===== config.mk =====
export PLATFORM = sky130hd
export DESIGN_NAME = dsrb_top
export DESIGN_NICKNAME = d
export VERILOG_FILES = /design/src/dsrb_rst_cell.v /design/src/dsrb_top.v
export VERILOG_INCLUDE_DIRS = /design/src
export SDC_FILE = /design/constraint.sdc
export NUM_CORES = 1
export LEC_CHECK = 0
export BUFFER_PORTS_ARGS = -buffer_cell sky130_fd_sc_hd__buf_4
export CAP_MARGIN = 20
export CORE_MARGIN = 3
export CORE_UTILIZATION = 40
export DETAILED_ROUTE_END_ITERATION = 6
export PLACE_DENSITY = 0.65
export SYNTH_ARGS = -nofsm -noshare
export SYNTH_HDL_FRONTEND = slang
export SYNTH_SLANG_ARGS = --single-unit

===== constraint.sdc =====
create_clock -name sys_clk -period 1.6 [get_ports sys_clk]
set_input_delay 0.24 -clock sys_clk [delete_from_list [all_inputs] [get_ports sys_clk]]
set_output_delay 0.24 -clock sys_clk [all_outputs]
set_load 0.02 [all_outputs]

===== src/dsrb_regs.vh =====
// register offsets, field positions and reset values of the domain soft reset bank
`ifndef DSRB_REGS_VH
`define DSRB_REGS_VH

`define DSRB_PK_OFS      12'h080
`define DSRB_FE_OFS      12'h084
`define DSRB_FC_OFS      12'h088
`define DSRB_CG_OFS      12'h08c
`define DSRB_AU_OFS      12'h090
`define DSRB_FM_OFS      12'h094

`define DSRB_PK_W        7
`define DSRB_FE_W        2
`define DSRB_FC_W        6
`define DSRB_CG_W        3
`define DSRB_AU_W        8
`define DSRB_FM_W        2

`define DSRB_PK_RST      7'h00
`define DSRB_FE_RST      2'h0
`define DSRB_FC_RST      6'h3f
`define DSRB_CG_RST      3'h0
`define DSRB_AU_RST      8'h00
`define DSRB_FM_RST      2'h0

`define DSRB_PK_GP_BIT   6
`define DSRB_PK_AF0_BIT  4
`define DSRB_FE_X4_BIT   0
`define DSRB_FE_X1_BIT   1
`define DSRB_CG_TMR_BIT  0
`define DSRB_CG_GP_BIT   1
`define DSRB_CG_CFG_BIT  2
`define DSRB_AU_I2S_BIT  7
`define DSRB_FM_BRG_BIT  0
`define DSRB_FM_AF1_BIT  1

`endif


===== src/dsrb_rst_cell.v =====
// one reset output: asserts at once from its control bit, releases through two flops
`timescale 1ns/1ps
module dsrb_rst_cell (
	input  wire sys_clk,
	input  wire rstn,
	input  wire ctl_bit,
	output wire rst_out
);

	reg sync1_reg;
	reg sync2_reg;

	// ctl_bit high sets the flops to one without a clock; release is clocked by sys_clk
	wire clr_n = rstn & ~ctl_bit;

	always @(posedge sys_clk or negedge clr_n) begin
		if (!clr_n) begin
			sync1_reg <= 1'b1;
			sync2_reg <= 1'b1;
		end else begin
			sync1_reg <= 1'b0;
			sync2_reg <= sync1_reg;
		end
	end

	assign rst_out = ctl_bit | sync2_reg;

endmodule


===== src/dsrb_top.v =====
// domain soft reset bank: apb register file and per-domain reset outputs
//
// Overview of operation
// (RULE1) each functional domain has its own soft reset bit; writing one asserts it
// (RULE2) reset output goes active immediately when its bit is written one
// (RULE3) writing zero releases the reset synchronously on the free-running bank clock
// (RULE4) reset stays until firmware writes zero; hardware never clears bits
// (RULE5) general purpose reserved bits are plain storage, driving no reset
// (RULE6) packet fifo bits 0-5 reset fifos, async fifo 0, peripheral; bit 4 also secondary
// (RULE7) engine bit 0 fast part, bit 1 single-rate part; both reset secondary domain
// (RULE8) config group bit 2 resets state machine, serial master, fifo, dma, ahb master
// (RULE9) config group bit 0 resets periodic timer; bit 1 is general purpose storage
// (RULE10) audio bit 7 resets only the i2s bus interface, not the external audio path
// (RULE11) firmware should power cycle the i2s domain for a full reset
// (RULE12) audio bits 0-5 reset audio domains 0-5; bit 6 resets audio dma domain
// (RULE13) fabric misc bit 0 resets bridge domain, bit 1 async fifo one domain
// (RULE14) fabric clock domain resets 0, 2, 4, 5 come out of system reset asserted
`timescale 1ns/1ps
`include "dsrb_regs.vh"
module dsrb_top #(
	parameter ADDR_W = 12
) (
	input  wire              sys_clk,
	input  wire              rstn,
	input  wire              psel,
	input  wire              penable,
	input  wire              pwrite,
	input  wire [ADDR_W-1:0] paddr,
	input  wire [31:0]       pwdata,
	input  wire [3:0]        pstrb,
	output wire              pready,
	output reg  [31:0]       prdata,
	output wire              pslverr,
	output wire [5:0]        packet_fifo_domain_rst,
	output wire              packet_secondary_domain_rst,
	output wire              fusion_engine_fast_rst,
	output wire              fusion_engine_single_rst,
	output wire              engine_secondary_domain_rst,
	output wire              fabric_domain_c02_rst,
	output wire              fabric_domain_c09_rst,
	output wire              fabric_domain_c16_rst,
	output wire              fabric_domain_c21_rst,
	output wire              simple_periodic_timer_rst,
	output wire              config_state_machine_rst,
	output wire [5:0]        audio_domain_rst,
	output wire              audio_dma_domain_rst,
	output wire              audio_bus_interface_rst,
	output wire              bridge_domain_rst,
	output wire              async_fifo_one_domain_rst
);

	//------------------------------------------------------------
	// apb decode
	//------------------------------------------------------------
	localparam SEL_NONE = 3'h0;
	localparam SEL_PK   = 3'h1;
	localparam SEL_FE   = 3'h2;
	localparam SEL_FC   = 3'h3;
	localparam SEL_CG   = 3'h4;
	localparam SEL_AU   = 3'h5;
	localparam SEL_FM   = 3'h6;

	// register select from the byte address; anything else is unmapped
	function [2:0] dec_sel;
		input [ADDR_W-1:0] a;
		begin
			if (a == `DSRB_PK_OFS) begin
				dec_sel = SEL_PK;
			end else if (a == `DSRB_FE_OFS) begin
				dec_sel = SEL_FE;
			end else if (a == `DSRB_FC_OFS) begin
				dec_sel = SEL_FC;
			end else if (a == `DSRB_CG_OFS) begin
				dec_sel = SEL_CG;
			end else if (a == `DSRB_AU_OFS) begin
				dec_sel = SEL_AU;
			end else if (a == `DSRB_FM_OFS) begin
				dec_sel = SEL_FM;
			end else begin
				dec_sel = SEL_NONE;
			end
		end
	endfunction

	// zero-extends a field of up to eight bits to a bus word
	function [31:0] rd_word;
		input [7:0] f;
		begin
			rd_word = {24'h000000, f};
		end
	endfunction

	wire [2:0] sel      = dec_sel(paddr);
	wire       access   = psel & penable;
	wire       wr_en    = access & pwrite & pstrb[0];
	wire       rd_setup = psel & ~penable & ~pwrite;

	// zero wait states; unmapped accesses read zero and flag an error
	assign pready  = 1'b1;
	assign pslverr = access & (sel == SEL_NONE);

	//------------------------------------------------------------
	// field write enables
	//------------------------------------------------------------
	// all fields sit in byte 0, so only its strobe gates a write
	wire       wr_pk    = wr_en & (sel == SEL_PK);
	wire       wr_fe    = wr_en & (sel == SEL_FE);
	wire       wr_fc    = wr_en & (sel == SEL_FC);
	wire       wr_cg    = wr_en & (sel == SEL_CG);
	wire       wr_au    = wr_en & (sel == SEL_AU);
	wire       wr_fm    = wr_en & (sel == SEL_FM);

	//------------------------------------------------------------
	// control registers
	//------------------------------------------------------------
	// bits change only on firmware writes, never by hardware (see RULE4)
	reg [`DSRB_PK_W-1:0] pk_reg;
	reg [`DSRB_FE_W-1:0] fe_reg;
	reg [`DSRB_FC_W-1:0] fc_reg;
	reg [`DSRB_CG_W-1:0] cg_reg;
	reg [`DSRB_AU_W-1:0] au_reg;
	reg [`DSRB_FM_W-1:0] fm_reg;

	// packet fifo domains; bit 6 is plain storage (see RULE5)
	always @(posedge sys_clk or negedge rstn) begin
		if (!rstn) begin
			pk_reg <= `DSRB_PK_RST;
		end else if (wr_pk) begin
			pk_reg <= pwdata[`DSRB_PK_W-1:0]; // see RULE1
		end
	end

	// fusion engine fast and single-rate parts
	always @(posedge sys_clk or negedge rstn) begin
		if (!rstn) begin
			fe_reg <= `DSRB_FE_RST;
		end else if (wr_fe) begin
			fe_reg <= pwdata[`DSRB_FE_W-1:0];
		end
	end

	// fabric clock domains, asserted out of reset; bits 1 and 3 are storage
	always @(posedge sys_clk or negedge rstn) begin
		if (!rstn) begin
			fc_reg <= `DSRB_FC_RST; // see RULE14
		end else if (wr_fc) begin
			fc_reg <= pwdata[`DSRB_FC_W-1:0];
		end
	end

	// configuration group; bit 1 is storage (see RULE9)
	always @(posedge sys_clk or negedge rstn) begin
		if (!rstn) begin
			cg_reg <= `DSRB_CG_RST;
		end else if (wr_cg) begin
			cg_reg <= pwdata[`DSRB_CG_W-1:0];
		end
	end

	// audio domains, audio dma and the i2s bus side
	always @(posedge sys_clk or negedge rstn) begin
		if (!rstn) begin
			au_reg <= `DSRB_AU_RST;
		end else if (wr_au) begin
			au_reg <= pwdata[`DSRB_AU_W-1:0];
		end
	end

	// bridge and async fifo one domains
	always @(posedge sys_clk or negedge rstn) begin
		if (!rstn) begin
			fm_reg <= `DSRB_FM_RST;
		end else if (wr_fm) begin
			fm_reg <= pwdata[`DSRB_FM_W-1:0];
		end
	end

	//------------------------------------------------------------
	// read data
	//------------------------------------------------------------
	reg [31:0] prdata_next;

	// word of the selected register, zero above its field
	always @* begin
		prdata_next = 32'h00000000;
		if (sel == SEL_PK) begin
			prdata_next = rd_word({{(8-`DSRB_PK_W){1'b0}}, pk_reg});
		end else if (sel == SEL_FE) begin
			prdata_next = rd_word({{(8-`DSRB_FE_W){1'b0}}, fe_reg});
		end else if (sel == SEL_FC) begin
			prdata_next = rd_word({{(8-`DSRB_FC_W){1'b0}}, fc_reg});
		end else if (sel == SEL_CG) begin
			prdata_next = rd_word({{(8-`DSRB_CG_W){1'b0}}, cg_reg});
		end else if (sel == SEL_AU) begin
			prdata_next = rd_word(au_reg);
		end else if (sel == SEL_FM) begin
			prdata_next = rd_word({{(8-`DSRB_FM_W){1'b0}}, fm_reg});
		end
	end

	// loaded in the setup cycle so it stands through the access phase
	always @(posedge sys_clk or negedge rstn) begin
		if (!rstn) begin
			prdata <= 32'h00000000;
		end else if (rd_setup) begin
			prdata <= prdata_next;
		end
	end

	//------------------------------------------------------------
	// reset cells
	//------------------------------------------------------------
	// one cell per reset-driving bit; storage bits get none (see RULE5 see RULE9)
	localparam PK_CELLS = 6;
	localparam FE_CELLS = 2;
	localparam FC_CELLS = 4;
	localparam CG_CELLS = 2;
	localparam AU_CELLS = 8;
	localparam FM_CELLS = 2;

	// control bits in cell order
	wire [PK_CELLS-1:0] pk_ctl = pk_reg[PK_CELLS-1:0];
	wire [FE_CELLS-1:0] fe_ctl = fe_reg;
	wire [FC_CELLS-1:0] fc_ctl = {fc_reg[5], fc_reg[4], fc_reg[2], fc_reg[0]};
	wire [CG_CELLS-1:0] cg_ctl = {cg_reg[`DSRB_CG_CFG_BIT], cg_reg[`DSRB_CG_TMR_BIT]};
	wire [AU_CELLS-1:0] au_ctl = au_reg;
	wire [FM_CELLS-1:0] fm_ctl = fm_reg;

	// reset levels in cell order
	wire [PK_CELLS-1:0] pk_rst;
	wire [FE_CELLS-1:0] fe_rst;
	wire [FC_CELLS-1:0] fc_rst;
	wire [CG_CELLS-1:0] cg_rst;
	wire [AU_CELLS-1:0] au_rst;
	wire [FM_CELLS-1:0] fm_rst;

	genvar gi;
	generate
		// packet fifo cells
		for (gi = 0; gi < PK_CELLS; gi = gi + 1) begin : g_pk
			dsrb_rst_cell u_cell (
				.sys_clk (sys_clk),
				.rstn    (rstn),
				.ctl_bit (pk_ctl[gi]), // see RULE2 see RULE3
				.rst_out (pk_rst[gi])
			);
		end

		// fusion engine cells
		for (gi = 0; gi < FE_CELLS; gi = gi + 1) begin : g_fe
			dsrb_rst_cell u_cell (
				.sys_clk (sys_clk),
				.rstn    (rstn),
				.ctl_bit (fe_ctl[gi]), // see RULE2 see RULE3
				.rst_out (fe_rst[gi])
			);
		end

		// fabric clock domain cells
		for (gi = 0; gi < FC_CELLS; gi = gi + 1) begin : g_fc
			dsrb_rst_cell u_cell (
				.sys_clk (sys_clk),
				.rstn    (rstn),
				.ctl_bit (fc_ctl[gi]), // see RULE2 see RULE3
				.rst_out (fc_rst[gi])
			);
		end

		// configuration group cells
		for (gi = 0; gi < CG_CELLS; gi = gi + 1) begin : g_cg
			dsrb_rst_cell u_cell (
				.sys_clk (sys_clk),
				.rstn    (rstn),
				.ctl_bit (cg_ctl[gi]), // see RULE2 see RULE3
				.rst_out (cg_rst[gi])
			);
		end

		// audio cells
		for (gi = 0; gi < AU_CELLS; gi = gi + 1) begin : g_au
			dsrb_rst_cell u_cell (
				.sys_clk (sys_clk),
				.rstn    (rstn),
				.ctl_bit (au_ctl[gi]), // see RULE2 see RULE3
				.rst_out (au_rst[gi])
			);
		end

		// fabric miscellaneous cells
		for (gi = 0; gi < FM_CELLS; gi = gi + 1) begin : g_fm
			dsrb_rst_cell u_cell (
				.sys_clk (sys_clk),
				.rstn    (rstn),
				.ctl_bit (fm_ctl[gi]), // see RULE2 see RULE3
				.rst_out (fm_rst[gi])
			);
		end
	endgenerate

	//------------------------------------------------------------
	// packet fifo outputs
	//------------------------------------------------------------
	assign packet_fifo_domain_rst      = pk_rst;                          // see RULE6
	assign packet_secondary_domain_rst = pk_rst[`DSRB_PK_AF0_BIT];        // see RULE6

	//------------------------------------------------------------
	// fusion engine outputs
	//------------------------------------------------------------
	assign fusion_engine_fast_rst      = fe_rst[`DSRB_FE_X4_BIT];         // see RULE7
	assign fusion_engine_single_rst    = fe_rst[`DSRB_FE_X1_BIT];         // see RULE7
	assign engine_secondary_domain_rst = fe_rst[0] | fe_rst[1];           // see RULE7

	//------------------------------------------------------------
	// fabric clock domain outputs
	//------------------------------------------------------------
	assign fabric_domain_c02_rst       = fc_rst[0];                       // see RULE14
	assign fabric_domain_c09_rst       = fc_rst[1];                       // see RULE14
	assign fabric_domain_c16_rst       = fc_rst[2];                       // see RULE14
	assign fabric_domain_c21_rst       = fc_rst[3];                       // see RULE14

	//------------------------------------------------------------
	// configuration group outputs
	//------------------------------------------------------------
	assign simple_periodic_timer_rst   = cg_rst[0];                       // see RULE9
	assign config_state_machine_rst    = cg_rst[1];                       // see RULE8

	//------------------------------------------------------------
	// audio outputs
	//------------------------------------------------------------
	assign audio_domain_rst            = au_rst[5:0];                     // see RULE12
	assign audio_dma_domain_rst        = au_rst[6];                       // see RULE12
	// bus side of i2s only; external path has no reset here (see RULE10)
	assign audio_bus_interface_rst     = au_rst[`DSRB_AU_I2S_BIT];

	//------------------------------------------------------------
	// fabric miscellaneous outputs
	//------------------------------------------------------------
	assign bridge_domain_rst           = fm_rst[`DSRB_FM_BRG_BIT];        // see RULE13
	assign async_fifo_one_domain_rst   = fm_rst[`DSRB_FM_AF1_BIT];        // see RULE13

endmodule


==> flow_summary.toml <==
[run_status]
status = "complete, but fails checks"
violations = "negative setup slack"

[placed_design]
port-buffer-count = 60
gp_congestion = 0.746
placed_cells = 458
hpwl_um = 5000
placed_cell_area_um2 = 4130

[worst_setup_path]
critPathSlowestCell = "or4b_4"
critPathKind = "input port to flip-flop"
worst-path-buf-inv = 2
critical_path_depth = 6
crit_chain = "buf_6 -> or4b_4 -> nor4_4 -> buf_4 -> and4b_1 -> mux2_4"
crit_path_max_fanout = 6
cp-start-kind = "input port"
r2r_cells = 4
crit_arrival_ps = 1840
worstPathRequired_ps = 1840
cpPeakStageDelay_ps = 560
cpLargestDelayFamily = "simple AND/OR/NAND/NOR gates"
end_kind = "flip-flop"

[die]
die_h_um = 100
core.rowCount = 33
core_area_um2 = 8420
design.die.area_um2 = 10100
die_w_um = 100
start_util = 0.422
ioPinCount = 113

[timing]
rsz0062_at_grt = "true"
setup_viol = 2
max_freq_mhz = 623
drv_slew = 0
post-route-period-util = 1.00
hold_violations = 0
setup_ws_ps = -4.87
holdWs_ps = 118
skew_ps = 9.44
period_needed_ps = 1600
worst_slew_pin_slew_ps = 534
relSlewSlack = 0.644

[power_and_ir_drop]
pwr-share-clk = 0.378
power_switching_uw = 953
swShare = 0.225
peakVddDrop_v = 0.000613
power_frac_comb = 0.091
leakagePower_uw = 0.00211
p_per_area_nw_per_um2 = 959
intPower_uw = 3290
pwr-share-seq = 0.530

[clocking]
clock_sinks = 84
root_buffer = "clkbuf_8"
cts.path.max_buffers = 2
cts.htree.levels = 3
cts_tree = "yes"
numCtsBuffers = 9
path_clk_slew_ps = 80
clock_latency_ps = 350

[global_route]
grt_usage = 0.142
antenna_found_initial = 0
grt_pass1_wl_um = 11000
gr-total-overflow = 0
grt_max_degree = 51
grt_pass1_vias = 2217

[final_layout]
nets = 419
fill_cells = 753
n_antenna_cell = 0
multi_input_area_um2 = 1290
regArea_um2 = 2170
fin_cells = 476
syn_to_final_growth_pct = 24.4
final_area_um2 = 4420
drive_above_1_share = 0.569
utilization = 0.525

[synthesis]
synth_area_leaders = "dfstp_2 (40%), dfrtp_1 (21%), mux2_2 (9.5%)"
synth_largest_area_cell = "dfstp_2"
synth_cells = 275
ys.flop_type = "dfstp_2"
yosys.area_share.simple = 0.154
synth.distinct_cells = 35
synth_top_area_frac = 0.399
netlist_area_um2 = 3550
synth_compound_area_frac = 0.0401
synth-xor-area-share = 0
synth-edff-count = 0
synthAdderAreaFrac = 0
synth.avg_cell_area_um2 = 12.9
synth_mux_area_frac = 0.106
synth_warnings = 0
synth.most_common_cell = "dfstp_2"
synth_seq_cells = 84
async_flop_share = 1.00
synth_common_cells = "dfstp_2 (54), buf_4 (37), dfrtp_1 (30), mux2_2 (30), or2_2 (27)"
synth_top_family_by_area = "simple AND/OR/NAND/NOR gates"
seq_area_frac_synth = 0.611

[worst_hold_path]
hp-class = "input port to flip-flop"
hold_depth = 2

[routing]
drt.antenna.violating_nets = 0
avgRoutedWirePerCell_um = 14.3
finalWirelength_um = 6810
drc = 0
drtPass1Iterations = 4
first_iter_violations = 69
dr_total_vias = 2184
via_per_inst = 4.59

[flow_run]
cap_violations = 0
[placed cells by master, fill, tap and decap left out, types with 2 or more instances in the layout]
cell	instances
a21oi_1	5
a22o_1	2
a22oi_1	2
buf_4	69
buf_6	6
clkbuf_8	11
conb_1	49
dfrtp_1	30
dfstp_2	54
inv_1	2
mux2_2	26
mux2_4	4
mux2i_1	4
nand2_1	10
nand2_2	2
nand2b_1	2
nand3_1	2
nor2_1	5
nor2b_1	26
nor3_1	2
nor3b_1	2
o21ai_0	3
o31ai_1	5
or2_2	24
or2_4	3
[what timing repair did]
item	CTS	global route
setup buffers	1	0
endpoints found under the hold margin	20	0
hold buffers	1	0
setup endpoints to repair	3	6
gates resized for setup	7	7
gates cloned	0	0
pin swaps	4	0
[metrics by stage]
stage | worst slack [ps] | TNS, ps | total power, uW
2_1_floorplan | -191 | -2330 | 2560
3_3_place_gp | -309 | -8230 | 2660
3_5_place_dp | -388 | -10020 | 2670
4_1_cts | -4.88 | -8.29 | 4310
5_1_grt | -23.4 | -65.6 | 4430
6_report | -4.87 | -9.21 | 4240
[final cells by class]
| cell class | instances | area share |
|---|---|---|
| inverters | 2 | 0.00170 |
| well taps | 105 | 0.0297 |
| repair buffers | 76 | 0.135 |
| flip-flops and latches | 84 | 0.491 |
| clock inverters | 3 | 0.00962 |
| multi-input cells | 193 | 0.293 |
| clock buffers | 13 | 0.0407 |
[power by group through the flow]
stage	sequential [uW]	combinational [uW]	clock, uW
after floorplan	2280	279	0
after global placement	2280	375	0
after detailed placement	2290	379	0
after CTS	2250	388	1670
after global routing	2260	425	1750
final	2250	388	1600
[final timing paths]
kind	start	slack (ps)	endpoint
max	paddr[6]	-5	fm_ctl[1]$_DFFE_PN0P_
min	pwdata[7]	120	au_ctl[7]$_DFFE_PN0P_
max reg2reg	cg_reg[2]$_DFFE_PN0P_	390	prdata[2]$_DFFE_PN0P_
min reg2reg	g_au[0].u_cell.sync1_reg$_DFF_PN1_	360	g_au[0].u_cell.sync2_reg$_DFF_PN1_
max in group asynchronous	rstn	570	g_fc[1].u_cell.sync1_reg$_DFF_PN1_
min in group asynchronous	rstn	400	pk_reg[3]$_DFFE_PN0P_
[metal layers]
layer	vias up	track usage	part of all wire
li1	1020	-	-
met1	1089	0.173	0.41
met2	63	0.237	0.51
met3	12	0.0389	0.057
met4	0	0.0611	0.017
met5	-	0	0
[cell families after synthesis]
kind of cell,count (synthesis)
muxes,34
other,2
AOI/OAI and AO/OA,21
and+or+nand+nor,89
DFF,84
buffers and inverters,45
Note: power is estimated with default switching activity, not from simulation.
